**config.mk**
```make
export PLATFORM = sky130hd
export DESIGN_NAME = hssm_top
export DESIGN_NICKNAME = d
export VERILOG_FILES = /design/src/hssm_pkg.sv /design/src/hssm_sync.sv /design/src/hssm_top.sv
export SDC_FILE = /design/constraint.sdc
export NUM_CORES = 1
export LEC_CHECK = 0
export BUFFER_PORTS_ARGS = -buffer_cell sky130_fd_sc_hd__buf_2
export CAP_MARGIN = 20
export CORE_MARGIN = 5
export CORE_UTILIZATION = 53
export DETAILED_ROUTE_END_ITERATION = 10
export HOLD_SLACK_MARGIN = 0.1
export PLACE_DENSITY = 0.88
export SLEW_MARGIN = 20
export SYNTH_ARGS = -nofsm -noshare
export SYNTH_HDL_FRONTEND = slang
export SYNTH_SLANG_ARGS = --single-unit
```
**constraint.sdc**
```tcl
create_clock -name sys_clk_in -period 2.4 [get_ports sys_clk_in]
set_input_delay 0.72 -clock sys_clk_in [delete_from_list [all_inputs] [get_ports sys_clk_in]]
set_output_delay 0.72 -clock sys_clk_in [all_outputs]
set_load 0.1 [all_outputs]
```
**src/hssm_pkg.sv**
```systemverilog
// shared constants and types for the high-side switch mode controller
package hssm_pkg;

  // ==========================================================================
  // clock and timing
  localparam int unsigned CLK_MHZ        = 250;
  localparam int unsigned STBY_TIME_US   = 1000;
  localparam int unsigned STBY_CYCLES    = STBY_TIME_US * CLK_MHZ;
  localparam int unsigned RETRY_TIME_US  = 1000;
  localparam int unsigned RETRY_CYCLES   = RETRY_TIME_US * CLK_MHZ;
  localparam int unsigned CNT_W          = 20;

  // ==========================================================================
  // register map
  localparam int unsigned AXI_AW         = 4;
  localparam logic [3:0]  ADDR_CTRL      = 4'h0;
  localparam logic [3:0]  ADDR_STATUS    = 4'h4;
  localparam int unsigned CTRL_W         = 2;
  localparam int unsigned CTRL_TEMP_BIT  = 0;
  localparam int unsigned CTRL_FLAG_BIT  = 1;
  localparam logic [1:0]  CTRL_RESET     = 2'h0;
  localparam int unsigned ST_STATE_LSB   = 0;
  localparam int unsigned ST_GATE_BIT    = 3;
  localparam int unsigned ST_FDET_BIT    = 4;
  localparam int unsigned ST_DIAGF_BIT   = 5;
  localparam int unsigned ST_GND_BIT     = 6;
  localparam int unsigned ST_RETRY_BIT   = 7;
  localparam logic [1:0]  RESP_OKAY      = 2'h0;
  localparam logic [1:0]  RESP_SLVERR    = 2'h2;

  // ==========================================================================
  // sense mux selections
  localparam logic [1:0]  SENSE_CURRENT  = 2'h0;
  localparam logic [1:0]  SENSE_TEMP     = 2'h1;
  localparam logic [1:0]  SENSE_FAULT    = 2'h2;

  // ==========================================================================
  // types
  typedef enum logic [2:0] {
    ST_OFF,
    ST_STANDBY,
    ST_STBY_DELAY,
    ST_DIAG,
    ST_ACTIVE,
    ST_FAULT
  } hssm_state_e;

  typedef struct packed {
    logic switch_on;
    logic diag;
    logic hold;
    logic thermal;
    logic current_limit_set;
    logic gnd_lost;
    logic open_load;
  } hssm_in_s;

  localparam int unsigned IN_W = $bits(hssm_in_s);

endpackage : hssm_pkg

```
**src/hssm_sync.sv**
```systemverilog
// two-stage synchroniser for a group of pin levels
`timescale 1ns/1ps
`default_nettype none

module hssm_sync #(
  parameter int unsigned WIDTH = 1
) (
  input  wire logic             sys_clk_in,  // system clock
  input  wire logic             reset_n_in,  // async reset, active low
  input  wire logic [WIDTH-1:0] async_in,    // levels from pins
  output logic      [WIDTH-1:0] sync_out     // levels in clock domain
);

  // ==========================================================================
  // per-bit flop pair; the first stage feeds only the second
  generate
    for (genvar i = 0; i < WIDTH; i++)
    begin : g_bit
      logic meta;
      always_ff @(posedge sys_clk_in or negedge reset_n_in)
      begin
        if (!reset_n_in)
        begin
          meta        <= 1'b0;
          sync_out[i] <= 1'b0;
        end
        else
        begin
          meta        <= async_in[i];
          sync_out[i] <= meta;
        end
      end
    end
  endgenerate

endmodule : hssm_sync
`default_nettype wire

```
**src/hssm_top.sv**
```systemverilog
// operating-state controller of a smart high-side switch, axi4-lite status
`timescale 1ns/1ps
`default_nettype none

module hssm_top #(
  parameter int unsigned STBY_CYCLES  = hssm_pkg::STBY_CYCLES,
  parameter int unsigned RETRY_CYCLES = hssm_pkg::RETRY_CYCLES
) (
  input  wire logic        sys_clk_in,             // 250 MHz clock
  input  wire logic        reset_n_in,             // async reset, low
  input  wire logic        switch_on_request_in,   // pin: switch enable
  input  wire logic        diag_request_in,        // pin: diag enable
  input  wire logic        fault_hold_select_in,   // pin: latch faults
  input  wire logic        thermal_shutdown_in,    // pin: overtemperature
  input  wire logic        current_limit_in,       // pin: current limit
  input  wire logic        ground_lost_in,         // pin: ground lost
  input  wire logic        open_load_in,           // pin: vout above vol
  output logic             switch_gate_out,        // output switch on
  output logic [1:0]       sense_output_mode_out,  // sense mux select
  output logic             sense_output_oe_n_out,  // sense drive, low
  output logic             fault_flag_out,         // open-drain level
  output logic             fault_flag_oe_n_out,    // flag drive, low
  input  wire logic [3:0]  s_axi_awaddr,           // write address
  input  wire logic        s_axi_awvalid,          // write addr valid
  output logic             s_axi_awready,          // write addr ready
  input  wire logic [31:0] s_axi_wdata,            // write data
  input  wire logic [3:0]  s_axi_wstrb,            // write strobes
  input  wire logic        s_axi_wvalid,           // write data valid
  output logic             s_axi_wready,           // write data ready
  output logic [1:0]       s_axi_bresp,            // write response
  output logic             s_axi_bvalid,           // write resp valid
  input  wire logic        s_axi_bready,           // write resp ready
  input  wire logic [3:0]  s_axi_araddr,           // read address
  input  wire logic        s_axi_arvalid,          // read addr valid
  output logic             s_axi_arready,          // read addr ready
  output logic [31:0]      s_axi_rdata,            // read data
  output logic [1:0]       s_axi_rresp,            // read response
  output logic             s_axi_rvalid,           // read data valid
  input  wire logic        s_axi_rready            // read data ready
);

  localparam int unsigned CW = hssm_pkg::CNT_W;
  localparam logic [CW-1:0] STBY_LAST  = CW'(STBY_CYCLES - 1);
  localparam logic [CW-1:0] RETRY_LAST = CW'(RETRY_CYCLES - 1);

  // ==========================================================================
  // pin synchronisers
  hssm_pkg::hssm_in_s   pin_raw;
  hssm_pkg::hssm_in_s   pins;
  logic [hssm_pkg::IN_W-1:0] pins_bits;

  always_comb
  begin
    pin_raw.switch_on = switch_on_request_in;
    pin_raw.diag      = diag_request_in;
    pin_raw.hold      = fault_hold_select_in;
    pin_raw.thermal   = thermal_shutdown_in;
    pin_raw.current_limit_set      = current_limit_in;
    pin_raw.gnd_lost  = ground_lost_in;
    pin_raw.open_load = open_load_in;
  end

  hssm_sync #(
    .WIDTH      (hssm_pkg::IN_W)
  ) u_sync (
    .sys_clk_in (sys_clk_in),
    .reset_n_in (reset_n_in),
    .async_in   (pin_raw),
    .sync_out   (pins_bits)
  );

  assign pins = hssm_pkg::hssm_in_s'(pins_bits);

  // ==========================================================================
  // state machine
  hssm_pkg::hssm_state_e state;
  hssm_pkg::hssm_state_e next_state;
  hssm_pkg::hssm_state_e request_state;
  logic [CW-1:0]         stby_cnt;
  logic [CW-1:0]         retry_cnt;
  logic                  fault_event;
  logic                  stby_done;
  logic                  retry_done;

  // inverse current has no input here: it changes nothing in the sequence
  assign fault_event = pins.thermal | pins.current_limit_set;
  assign stby_done   = (stby_cnt == STBY_LAST);
  assign retry_done  = (retry_cnt == RETRY_LAST);

  // where the request pins point when no timer or fault holds the machine
  always_comb
  begin
    if (pins.switch_on)
      request_state = hssm_pkg::ST_ACTIVE;
    else if (pins.diag)
      request_state = hssm_pkg::ST_DIAG;
    else
      request_state = hssm_pkg::ST_STBY_DELAY;
  end

  always_comb
  begin
    next_state = state;
    case (state)
      hssm_pkg::ST_OFF:
        next_state = request_state;
      hssm_pkg::ST_STBY_DELAY:
        if (pins.switch_on || pins.diag)
          next_state = request_state;
        else if (stby_done)
          next_state = hssm_pkg::ST_STANDBY;
      hssm_pkg::ST_STANDBY:
        if (pins.switch_on || pins.diag)
          next_state = request_state;
      hssm_pkg::ST_DIAG:
        next_state = request_state;
      hssm_pkg::ST_ACTIVE:
        // diag changes alone never leave active
        if (!pins.switch_on)
          next_state = request_state;
      hssm_pkg::ST_FAULT:
        if (!fault_event && !pins.hold && retry_done)
          next_state = request_state;
      default:
        next_state = hssm_pkg::ST_OFF;
    endcase
    if (fault_event)
      next_state = hssm_pkg::ST_FAULT;
    // ground loss drops the state machine to off, even from fault; ctrl keeps its value
    if (pins.gnd_lost)
      next_state = hssm_pkg::ST_OFF;
  end

  always_ff @(posedge sys_clk_in or negedge reset_n_in)
  begin
    if (!reset_n_in)
      state <= hssm_pkg::ST_OFF;
    else
      state <= next_state;
  end

  // standby delay timer restarts on every entry
  always_ff @(posedge sys_clk_in or negedge reset_n_in)
  begin
    if (!reset_n_in)
      stby_cnt <= '0;
    else if (next_state != hssm_pkg::ST_STBY_DELAY)
      stby_cnt <= '0;
    else if (state == hssm_pkg::ST_STBY_DELAY && !stby_done)
      stby_cnt <= stby_cnt + 1'b1;
  end

  // retry timer starts on entry to fault and then saturates
  always_ff @(posedge sys_clk_in or negedge reset_n_in)
  begin
    if (!reset_n_in)
      retry_cnt <= '0;
    else if (state != hssm_pkg::ST_FAULT)
      retry_cnt <= '0;
    else if (!retry_done)
      retry_cnt <= retry_cnt + 1'b1;
  end

  // switch follows the state; re-enable after fault only through active
  always_ff @(posedge sys_clk_in or negedge reset_n_in)
  begin
    if (!reset_n_in)
      switch_gate_out <= 1'b0;
    else
      switch_gate_out <= (next_state == hssm_pkg::ST_ACTIVE) &&
                         !pins.gnd_lost;
  end

  // ==========================================================================
  // diagnostics and sense mux
  logic [hssm_pkg::CTRL_W-1:0] ctrl;
  logic                        diag_fault;
  logic                        fault_detect;
  logic                        detect_en;

  // open-load tracks the present level, so both clearing edges are implied:
  // a falling diag or rising enable removes the detect window itself
  assign detect_en = pins.diag && !pins.switch_on &&
                     (state == hssm_pkg::ST_DIAG);

  always_ff @(posedge sys_clk_in or negedge reset_n_in)
  begin
    if (!reset_n_in)
      diag_fault <= 1'b0;
    else
      diag_fault <= detect_en && pins.open_load;
  end

  assign fault_detect = (state == hssm_pkg::ST_FAULT) || pins.current_limit_set ||
                        diag_fault;

  always_ff @(posedge sys_clk_in or negedge reset_n_in)
  begin
    if (!reset_n_in)
    begin
      sense_output_oe_n_out <= 1'b1;
      sense_output_mode_out <= hssm_pkg::SENSE_CURRENT;
      fault_flag_oe_n_out   <= 1'b1;
    end
    else
    begin
      sense_output_oe_n_out <= !pins.diag;
      if (ctrl[hssm_pkg::CTRL_TEMP_BIT] && !ctrl[hssm_pkg::CTRL_FLAG_BIT])
        sense_output_mode_out <= hssm_pkg::SENSE_TEMP;
      else if (fault_detect)
        sense_output_mode_out <= hssm_pkg::SENSE_FAULT;
      else
        sense_output_mode_out <= hssm_pkg::SENSE_CURRENT;
      fault_flag_oe_n_out   <= !(ctrl[hssm_pkg::CTRL_FLAG_BIT] &&
                                 pins.diag && fault_detect);
    end
  end

  // open drain: only ever pulls low
  assign fault_flag_out = 1'b0;

  // ==========================================================================
  // axi4-lite slave
  logic        aw_held;
  logic [3:0]  aw_addr;
  logic        w_held;
  logic [31:0] w_data;
  logic [3:0]  w_strb;
  logic [31:0] status_word;

  assign s_axi_awready = !aw_held && !s_axi_bvalid;
  assign s_axi_wready  = !w_held && !s_axi_bvalid;
  assign s_axi_arready = !s_axi_rvalid;

  always_comb
  begin
    status_word = '0;
    status_word[hssm_pkg::ST_STATE_LSB +: 3] = state;
    status_word[hssm_pkg::ST_GATE_BIT]       = switch_gate_out;
    status_word[hssm_pkg::ST_FDET_BIT]       = fault_detect;
    status_word[hssm_pkg::ST_DIAGF_BIT]      = diag_fault;
    status_word[hssm_pkg::ST_GND_BIT]        = pins.gnd_lost;
    status_word[hssm_pkg::ST_RETRY_BIT]      = (state == hssm_pkg::ST_FAULT)
                                               && !retry_done;
  end

  always_ff @(posedge sys_clk_in or negedge reset_n_in)
  begin
    if (!reset_n_in)
    begin
      aw_held <= 1'b0;
      aw_addr <= 4'h0;
    end
    else if (s_axi_awvalid && s_axi_awready)
    begin
      aw_held <= 1'b1;
      aw_addr <= s_axi_awaddr;
    end
    else if (aw_held && w_held)
      aw_held <= 1'b0;
  end

  always_ff @(posedge sys_clk_in or negedge reset_n_in)
  begin
    if (!reset_n_in)
    begin
      w_held <= 1'b0;
      w_data <= 32'h0;
      w_strb <= 4'h0;
    end
    else if (s_axi_wvalid && s_axi_wready)
    begin
      w_held <= 1'b1;
      w_data <= s_axi_wdata;
      w_strb <= s_axi_wstrb;
    end
    else if (aw_held && w_held)
      w_held <= 1'b0;
  end

  always_ff @(posedge sys_clk_in or negedge reset_n_in)
  begin
    if (!reset_n_in)
    begin
      ctrl         <= hssm_pkg::CTRL_RESET;
      s_axi_bvalid <= 1'b0;
      s_axi_bresp  <= hssm_pkg::RESP_OKAY;
    end
    else if (aw_held && w_held)
    begin
      s_axi_bvalid <= 1'b1;
      if (aw_addr == hssm_pkg::ADDR_CTRL)
      begin
        s_axi_bresp <= hssm_pkg::RESP_OKAY;
        if (w_strb[0])
          ctrl <= w_data[hssm_pkg::CTRL_W-1:0];
      end
      else if (aw_addr == hssm_pkg::ADDR_STATUS)
        s_axi_bresp <= hssm_pkg::RESP_OKAY;
      else
        s_axi_bresp <= hssm_pkg::RESP_SLVERR;
    end
    else if (s_axi_bvalid && s_axi_bready)
      s_axi_bvalid <= 1'b0;
  end

  always_ff @(posedge sys_clk_in or negedge reset_n_in)
  begin
    if (!reset_n_in)
    begin
      s_axi_rvalid <= 1'b0;
      s_axi_rdata  <= 32'h0;
      s_axi_rresp  <= hssm_pkg::RESP_OKAY;
    end
    else if (s_axi_arvalid && s_axi_arready)
    begin
      s_axi_rvalid <= 1'b1;
      if (s_axi_araddr == hssm_pkg::ADDR_CTRL)
      begin
        s_axi_rdata <= {{(32 - hssm_pkg::CTRL_W){1'b0}}, ctrl};
        s_axi_rresp <= hssm_pkg::RESP_OKAY;
      end
      else if (s_axi_araddr == hssm_pkg::ADDR_STATUS)
      begin
        s_axi_rdata <= status_word;
        s_axi_rresp <= hssm_pkg::RESP_OKAY;
      end
      else
      begin
        s_axi_rdata <= 32'h0;
        s_axi_rresp <= hssm_pkg::RESP_SLVERR;
      end
    end
    else if (s_axi_rvalid && s_axi_rready)
      s_axi_rvalid <= 1'b0;
  end
endmodule : hssm_top
`default_nettype wire

```
# --- Word level (Yosys, flattened, before mapping) ---
# Cells that the tools add are included.
word_totals:
  input_bits: 58
  register_bits: 112
  elab_cells: 123
op_classes:
  addsub: 2
  muxes: 29
  eq_ne: 13
  reduce_logical: 45
  bitwise: 1
op_table:
  columns: ["op", "count"]
  rows:
  - ["$mux W20", 4]
  - ["$add A20 B1 Y20 const B", 2]
  - ["$eq A20 B18 Y1 const B", 2]
  - ["$mux W32", 1]
  - ["$mux W3", 8]
  - ["$logic_and A1 B1 Y1", 19]
  - ["$pmux W3 S5", 1]
  - ["$logic_not A1 Y1", 13]
  - ["$mux W2", 6]
  - ["$reduce_bool A2 Y1", 5]
  - ["$eq A3 B3 Y1 const B", 3]
  - ["$eq A4 B3 Y1 const B", 2]
  - ["$logic_not A4 Y1", 2]
  - ["$mux W1", 8]
  - ["$mux W8", 1]
  - ["$eq A3 B2 Y1 const B", 2]
  - ["$eq A3 B1 Y1 const B", 1]
  - ["$logic_not A3 Y1", 1]
  - ["$logic_or A1 B1 Y1", 3]
  - ["$ne A3 B2 Y1 const B", 1]
  - ["$ne A3 B3 Y1 const B", 1]
  - ["$reduce_and A3 Y1", 1]
  - ["$ne A2 B1 Y1 const B", 1]
  - ["$reduce_or A2 Y1", 1]
  - ["$or A1 B1 Y1", 1]

# --- Logic depth before layout (Yosys ltp) ---
depth:
  ltp_word: 10
  depth_mapped: 7

# --- Hierarchy ---
# From an unflattened synthesis, not the netlist that was laid out.
unflattened:
  cells_unflattened: 399
  area_unflattened_um2: 4292.9
by_module_without_submodules:
  columns: ["module", "cells_each", "n_inst", "seq_area_each_um2", "area_per_inst_um2"]
  rows:
  - ["hssm_top", 385, 1, 1804.2, 3942.5]
  - ["hssm_sync", 14, 1, 350.3, 350.3]

# --- Worst setup path before layout ---
# Ideal clock, no wire load.
synth_path:
  path_type: "flip-flop to flip-flop"
  start: "register s_axi_bvalid"
  end: "register aw_addr[0]"
  path_buffers: 1
  setup_ns: 0.125
  period_less_slack_ns: 3.102
  path_slack_ns: -0.702
  path_stages_with_launch: 5
  arrival_time_ns: 2.977
  t_required_ns: 2.275
  cell_sequence: "dfrtp_1 > nor2_1 > and2_1 > clkbuf_1 > mux2_2"
synth_via:
  elab_chain_len: 3
synth_rtl:
  columns: ["item", "line_no", "text"]
  rows:
  - ["start: declaration", "hssm_top.sv:31", "output logic s_axi_bvalid,"]
  - ["start signal: assignment", "hssm_top.sv:286", "s_axi_bvalid <= 1'b0;"]
  - ["start signal: assignment", "hssm_top.sv:291", "s_axi_bvalid <= 1'b1;"]
  - ["start signal: assignment", "hssm_top.sv:304", "s_axi_bvalid <= 1'b0;"]
  - ["$logic_not A1 Y1", "hssm_top.sv:231", "assign s_axi_awready = !aw_held && !s_axi_bvalid;"]
  - ["$logic_and A1 B1 Y1", "hssm_top.sv:231", null]
  - ["via s_axi_awready", "hssm_top.sv:25", "output logic s_axi_awready,"]
  - ["$logic_and A1 B1 Y1", "hssm_top.sv:254", "else if (s_axi_awvalid && s_axi_awready)"]
  - ["end signal: assignment", "hssm_top.sv:257", "aw_addr <= s_axi_awaddr;"]
  - ["end: declaration", "hssm_top.sv:225", "logic [3:0] aw_addr;"]
# The timed path passes the listed nets, and every way through them passes these cells.
# A chain may end at the register's enable or synchronous reset.

# --- Worst setup path after layout ---
layout_path:
  start: "register retry_cnt[5]"
  end: "register stby_cnt[10]"
layout_via:
  elab_chain_len: 8
  word_cells_on_any_way: 9
  classes_between: "eq/ne: 2; mux: 5; reduce/logical: 2"
layout_rtl:
  columns: ["item", "line_no", "text"]
  rows:
  - ["start: declaration", "hssm_top.sv:80", "logic [CW-1:0] retry_cnt;"]
  - ["start signal: assignment", "hssm_top.sv:161", "retry_cnt <= retry_cnt + 1'b1;"]
  - ["$eq A20 B18 Y1 *", "hssm_top.sv:88", "assign retry_done = (retry_cnt == RETRY_LAST);"]
  - ["$logic_and A1 B1 Y1 *", "hssm_top.sv:122", "if (!fault_event && !pins.hold && retry_done)"]
  - ["$mux W3 *", "hssm_top.sv:122", null]
  - ["$pmux W3 S5 *", "hssm_top.sv:104", "case (state)"]
  - ["$mux W3 *", "hssm_top.sv:127", "if (fault_event)"]
  - ["$mux W3 *", "hssm_top.sv:130", "if (pins.gnd_lost)"]
  - ["$ne A3 B2 Y1 *", "hssm_top.sv:147", "else if (next_state != hssm_pkg::ST_STBY_DELAY)"]
  - ["$mux W20 / $reduce_bool A2 Y1 (equally long branches)", null, null]
  - ["end signal: assignment", "hssm_top.sv:150", "stby_cnt <= stby_cnt + 1'b1;"]
  - ["end: declaration", "hssm_top.sv:79", "logic [CW-1:0] stby_cnt;"]
# Mark *: on every way between the ends. The rest lies on a longest branch, timed or not.

==> impl_metrics.toml <==
[flow_run]
maxCapViolCount = 0

[sta]
setup_viol = 0
fmax_mhz = 440
period_minus_slack_ns = 2.27
finalClockSkew_ns = 0.00828
worst_pin_slew_ns = 0.651
hold_viol = 0
drv_slew = 0
grt_setup_unrepaired = "false"
fin_crit_sh = 0.947
slew_headroom = 0.565
final.setup.tns_ns = 0

[pwr]
p_leak_uw = 0.00203
max-vdd-ir-drop_uv = 1220
p_per_area_nw_per_um2 = 800

[clocking]
cts_sinks = 86
cts_tree = "built"
cts_buffers = 9
clock_path_buffers = 2
hold_buffers = 0
clock_latency_ns = 0.35
cts_post_setup_buffers_inserted = 0
cts-root-buf = "clkbuf_8"
clkSlewWorstSetupHoldPaths_ns = 0.08
cts-htree-levels = 3

[critical_path]
cp_max_fo = 16
worstPathArrival_ns = 2.55
path_class = "reg2reg"
worst_setup_path_start_kind = "flop"
crit_buf_inv = 1
cp_data_required_time_ns = 2.67
cpMaxStageDelayCell = "or4_4"
path_delay_family = "simple AND/OR/NAND/NOR gates"
critPathCaptureType = "flop"
crit_chain = "or4_4 > nor4_4 > nor3b_2 > a21oi_4 > buf_4 > nor3_2"
max_stage_delay_ns = 0.56

[global_routing]
grt-ovfl-total = 0
track_usage = 0.177
grt_pass1_wl_um = 14000
grt_pass1_vias = 2975
grt_start_max_net_pins = 41
antenna_found_initial = 0

[route]
route.detailed.drc = 0
viasPerCell = 5.36
avgRoutedWirePerCell_um = 15.0
drtAntennaViolNets = 0
dr.pass1.iters = 4
first_iter_violations = 154
vias = 2908
routed_wl_um = 8170

[synthesis]
synth.area.top_cells = "dfrtp_1 51%, buf_4 4.9%, nor3_2 4.1%"
synth.avg_cell_area_um2 = 10.9
yosys_most_used_dff = "dfrtp_1"
ys_warn_count = 0
synthSimpleGateAreaFrac = 0.233
ys_ff_latch = 86
yosysSeqAreaShare = 0.523
synth-compound-area-share = 0.0623
yosysTopAreaCell = "dfrtp_1"
async_flop_share = 1.00
synthXorXnorAreaFrac = 0.0659
synth_mux_area_frac = 0.0322
synth_common_cells = "84 x dfrtp_1, 27 x buf_4, 27 x nand2_1"
synth_fa_ha_area_frac = 0.00608
synth_top_area_share = 0.510
synth_top_family_by_area = "simple AND/OR/NAND/NOR gates"
syn_area_um2 = 4120
syn_inst = 378
post_synth_num_cell_types = 55
synth.most_common_cell = "dfrtp_1"
synth-edff-count = 0

[floorplanning]
core_um2 = 7650
die_x_um = 98.2
ios = 105
die_area_um2 = 9630
rows = 32
dieHeight_um = 98.2
initial_core_util = 0.539

[final_layout]
area_growth_pct = 13.0
n_antenna_cell = 0
final_cell_area_um2 = 4650
final_cells = 543
fin_nets = 496
drive_gt1_frac = 0.270
final_util = 0.608

[placement]
gp_congestion = 0.825
dp_hpwl_um = 5940
place_inst = 527
io_buffers = 44
placedInstanceArea_um2 = 4460

[run_status]
status = "finished, final reports clean"

[min_path]
worstHoldPathType = "in2async"
[per-layer routing]
metal | share of wire | global-route usage | wire length (um) | up-vias
met4 | 0.015 | 0.0567 | 126 | 0
met3 | 0.057 | 0.0400 | 469 | 12
met5 | 0 | 0 | 0 | -
met1 | 0.43 | 0.231 | 3480 | 1427
li1 | - | - | - | 1377
met2 | 0.50 | 0.293 | 4100 | 92
[through the flow]
stage / hold slack [ns] / setup slack [ns] / power, uW
finish: 0.326 / 0.127 / 3720
global route: 0.352 / 0.0528 / 3880
CTS: 0.339 / 0.132 / 3750
detailed placement: 0.336 / 0.0575 / 2770
global placement: 0.334 / 0.141 / 2730
floorplan: 0.331 / 0.0838 / 2610
[worst paths after layout]
kind / start / end / slack (ns) / depth (start not counted)
worst max register to register: retry_cnt[5] / stby_cnt[10] / 0.13 / 6
worst max-delay path: retry_cnt[5] / stby_cnt[10] / 0.13 / 6
worst min-delay path: reset_n_in / s_axi_rvalid / 0.33 / 1
min in group sys_clk_in: u_sync.g_bit[5].meta / u_sync.sync_out[5] / 0.35 / 0
worst min register to register: u_sync.g_bit[5].meta / u_sync.sync_out[5] / 0.35 / 0
max in group asynchronous: reset_n_in / sense_output_oe_n_out / 1.45 / 2
[report_power, final]
part | total (uW) | leakage, uW | switching, uW | internal (uW)
Combinational | 1030 | 0.000805 | 825 | 209
Clock | 985 | 0.0000964 | 506 | 480
Sequential | 1700 | 0.00112 | 112 | 1590
[worst register-to-register path, delay by kind of cell (launching register included)]
kind / cells / cell delay [ns]
buffers and inverters: 1 / 0.26
AND/OR/NAND/NOR: 4 / 1.36
flip-flops: 1 / 0.42
AO/OA/AOI/OAI: 1 / 0.16
[flip-flops by register name (all words and copies together), names as in the netlist, 2 cells and up]
name and cells:
ctrl 2, sense_output_mode_out 2, stby_cnt 20, w_data 2
aw_addr 4, s_axi_rdata 8, retry_cnt 20, u_sync.sync_out 7
state 3, u_sync.g_bit.meta 7
[layout by cell type, fill, tap and decap left out, types with 8 or more instances in the layout]
| cell type | synthesis | routed |
|---|---|---|
| nor3_1 | 9 | 9 |
| buf_2 | 3 | 43 |
| nor2_1 | 26 | 24 |
| dfrtp_1 | 84 | 83 |
| clkbuf_8 | 0 | 9 |
| xnor2_1 | 17 | 17 |
| nand2_1 | 27 | 27 |
| nand4_1 | 8 | 8 |
| nand3_1 | 18 | 18 |
| mux2_2 | 10 | 10 |
| a21oi_1 | 11 | 11 |
| nor4_1 | 11 | 11 |
| o21ai_0 | 9 | 9 |
| inv_1 | 12 | 11 |
| conb_1 | 1 | 27 |
| nor3_2 | 17 | 17 |
| xor2_1 | 14 | 14 |
| buf_4 | 27 | 17 |
[layout make-up]
| class | instances | area (um2) |
|---|---|---|
| Timing Repair Buffer | 61 | 363 |
| Fill cell | 598 | 2990 |
| Sequential cell | 86 | 2160 |
| Multi-Input combinational cell | 266 | 1770 |
| Tap cell | 102 | 128 |
| Clock buffer | 10 | 128 |
| Clock inverter | 6 | 61.3 |
| Inverter | 12 | 48.8 |
[kinds of logic (layout without fill, tap and decap cells)]
| logic type | after synthesis | in the layout |
|---|---|---|
| AO/OA/AOI/OAI | 39 | 39 |
| XOR/XNOR | 31 | 31 |
| adder cells (fa/ha/maj) | 2 | 2 |
| buffers and inverters | 52 | 89 |
| flip-flops | 86 | 86 |
| multiplexers | 12 | 12 |
| other | 1 | 27 |
| AND/OR/NAND/NOR | 155 | 155 |
[what timing repair did]
action | CTS | global route
endpoints found under the hold margin | 0 | 0
endpoints found under the setup margin | 7 | 0
gates resized for setup | 1 | 0
(Power assumes the default switching activity.)
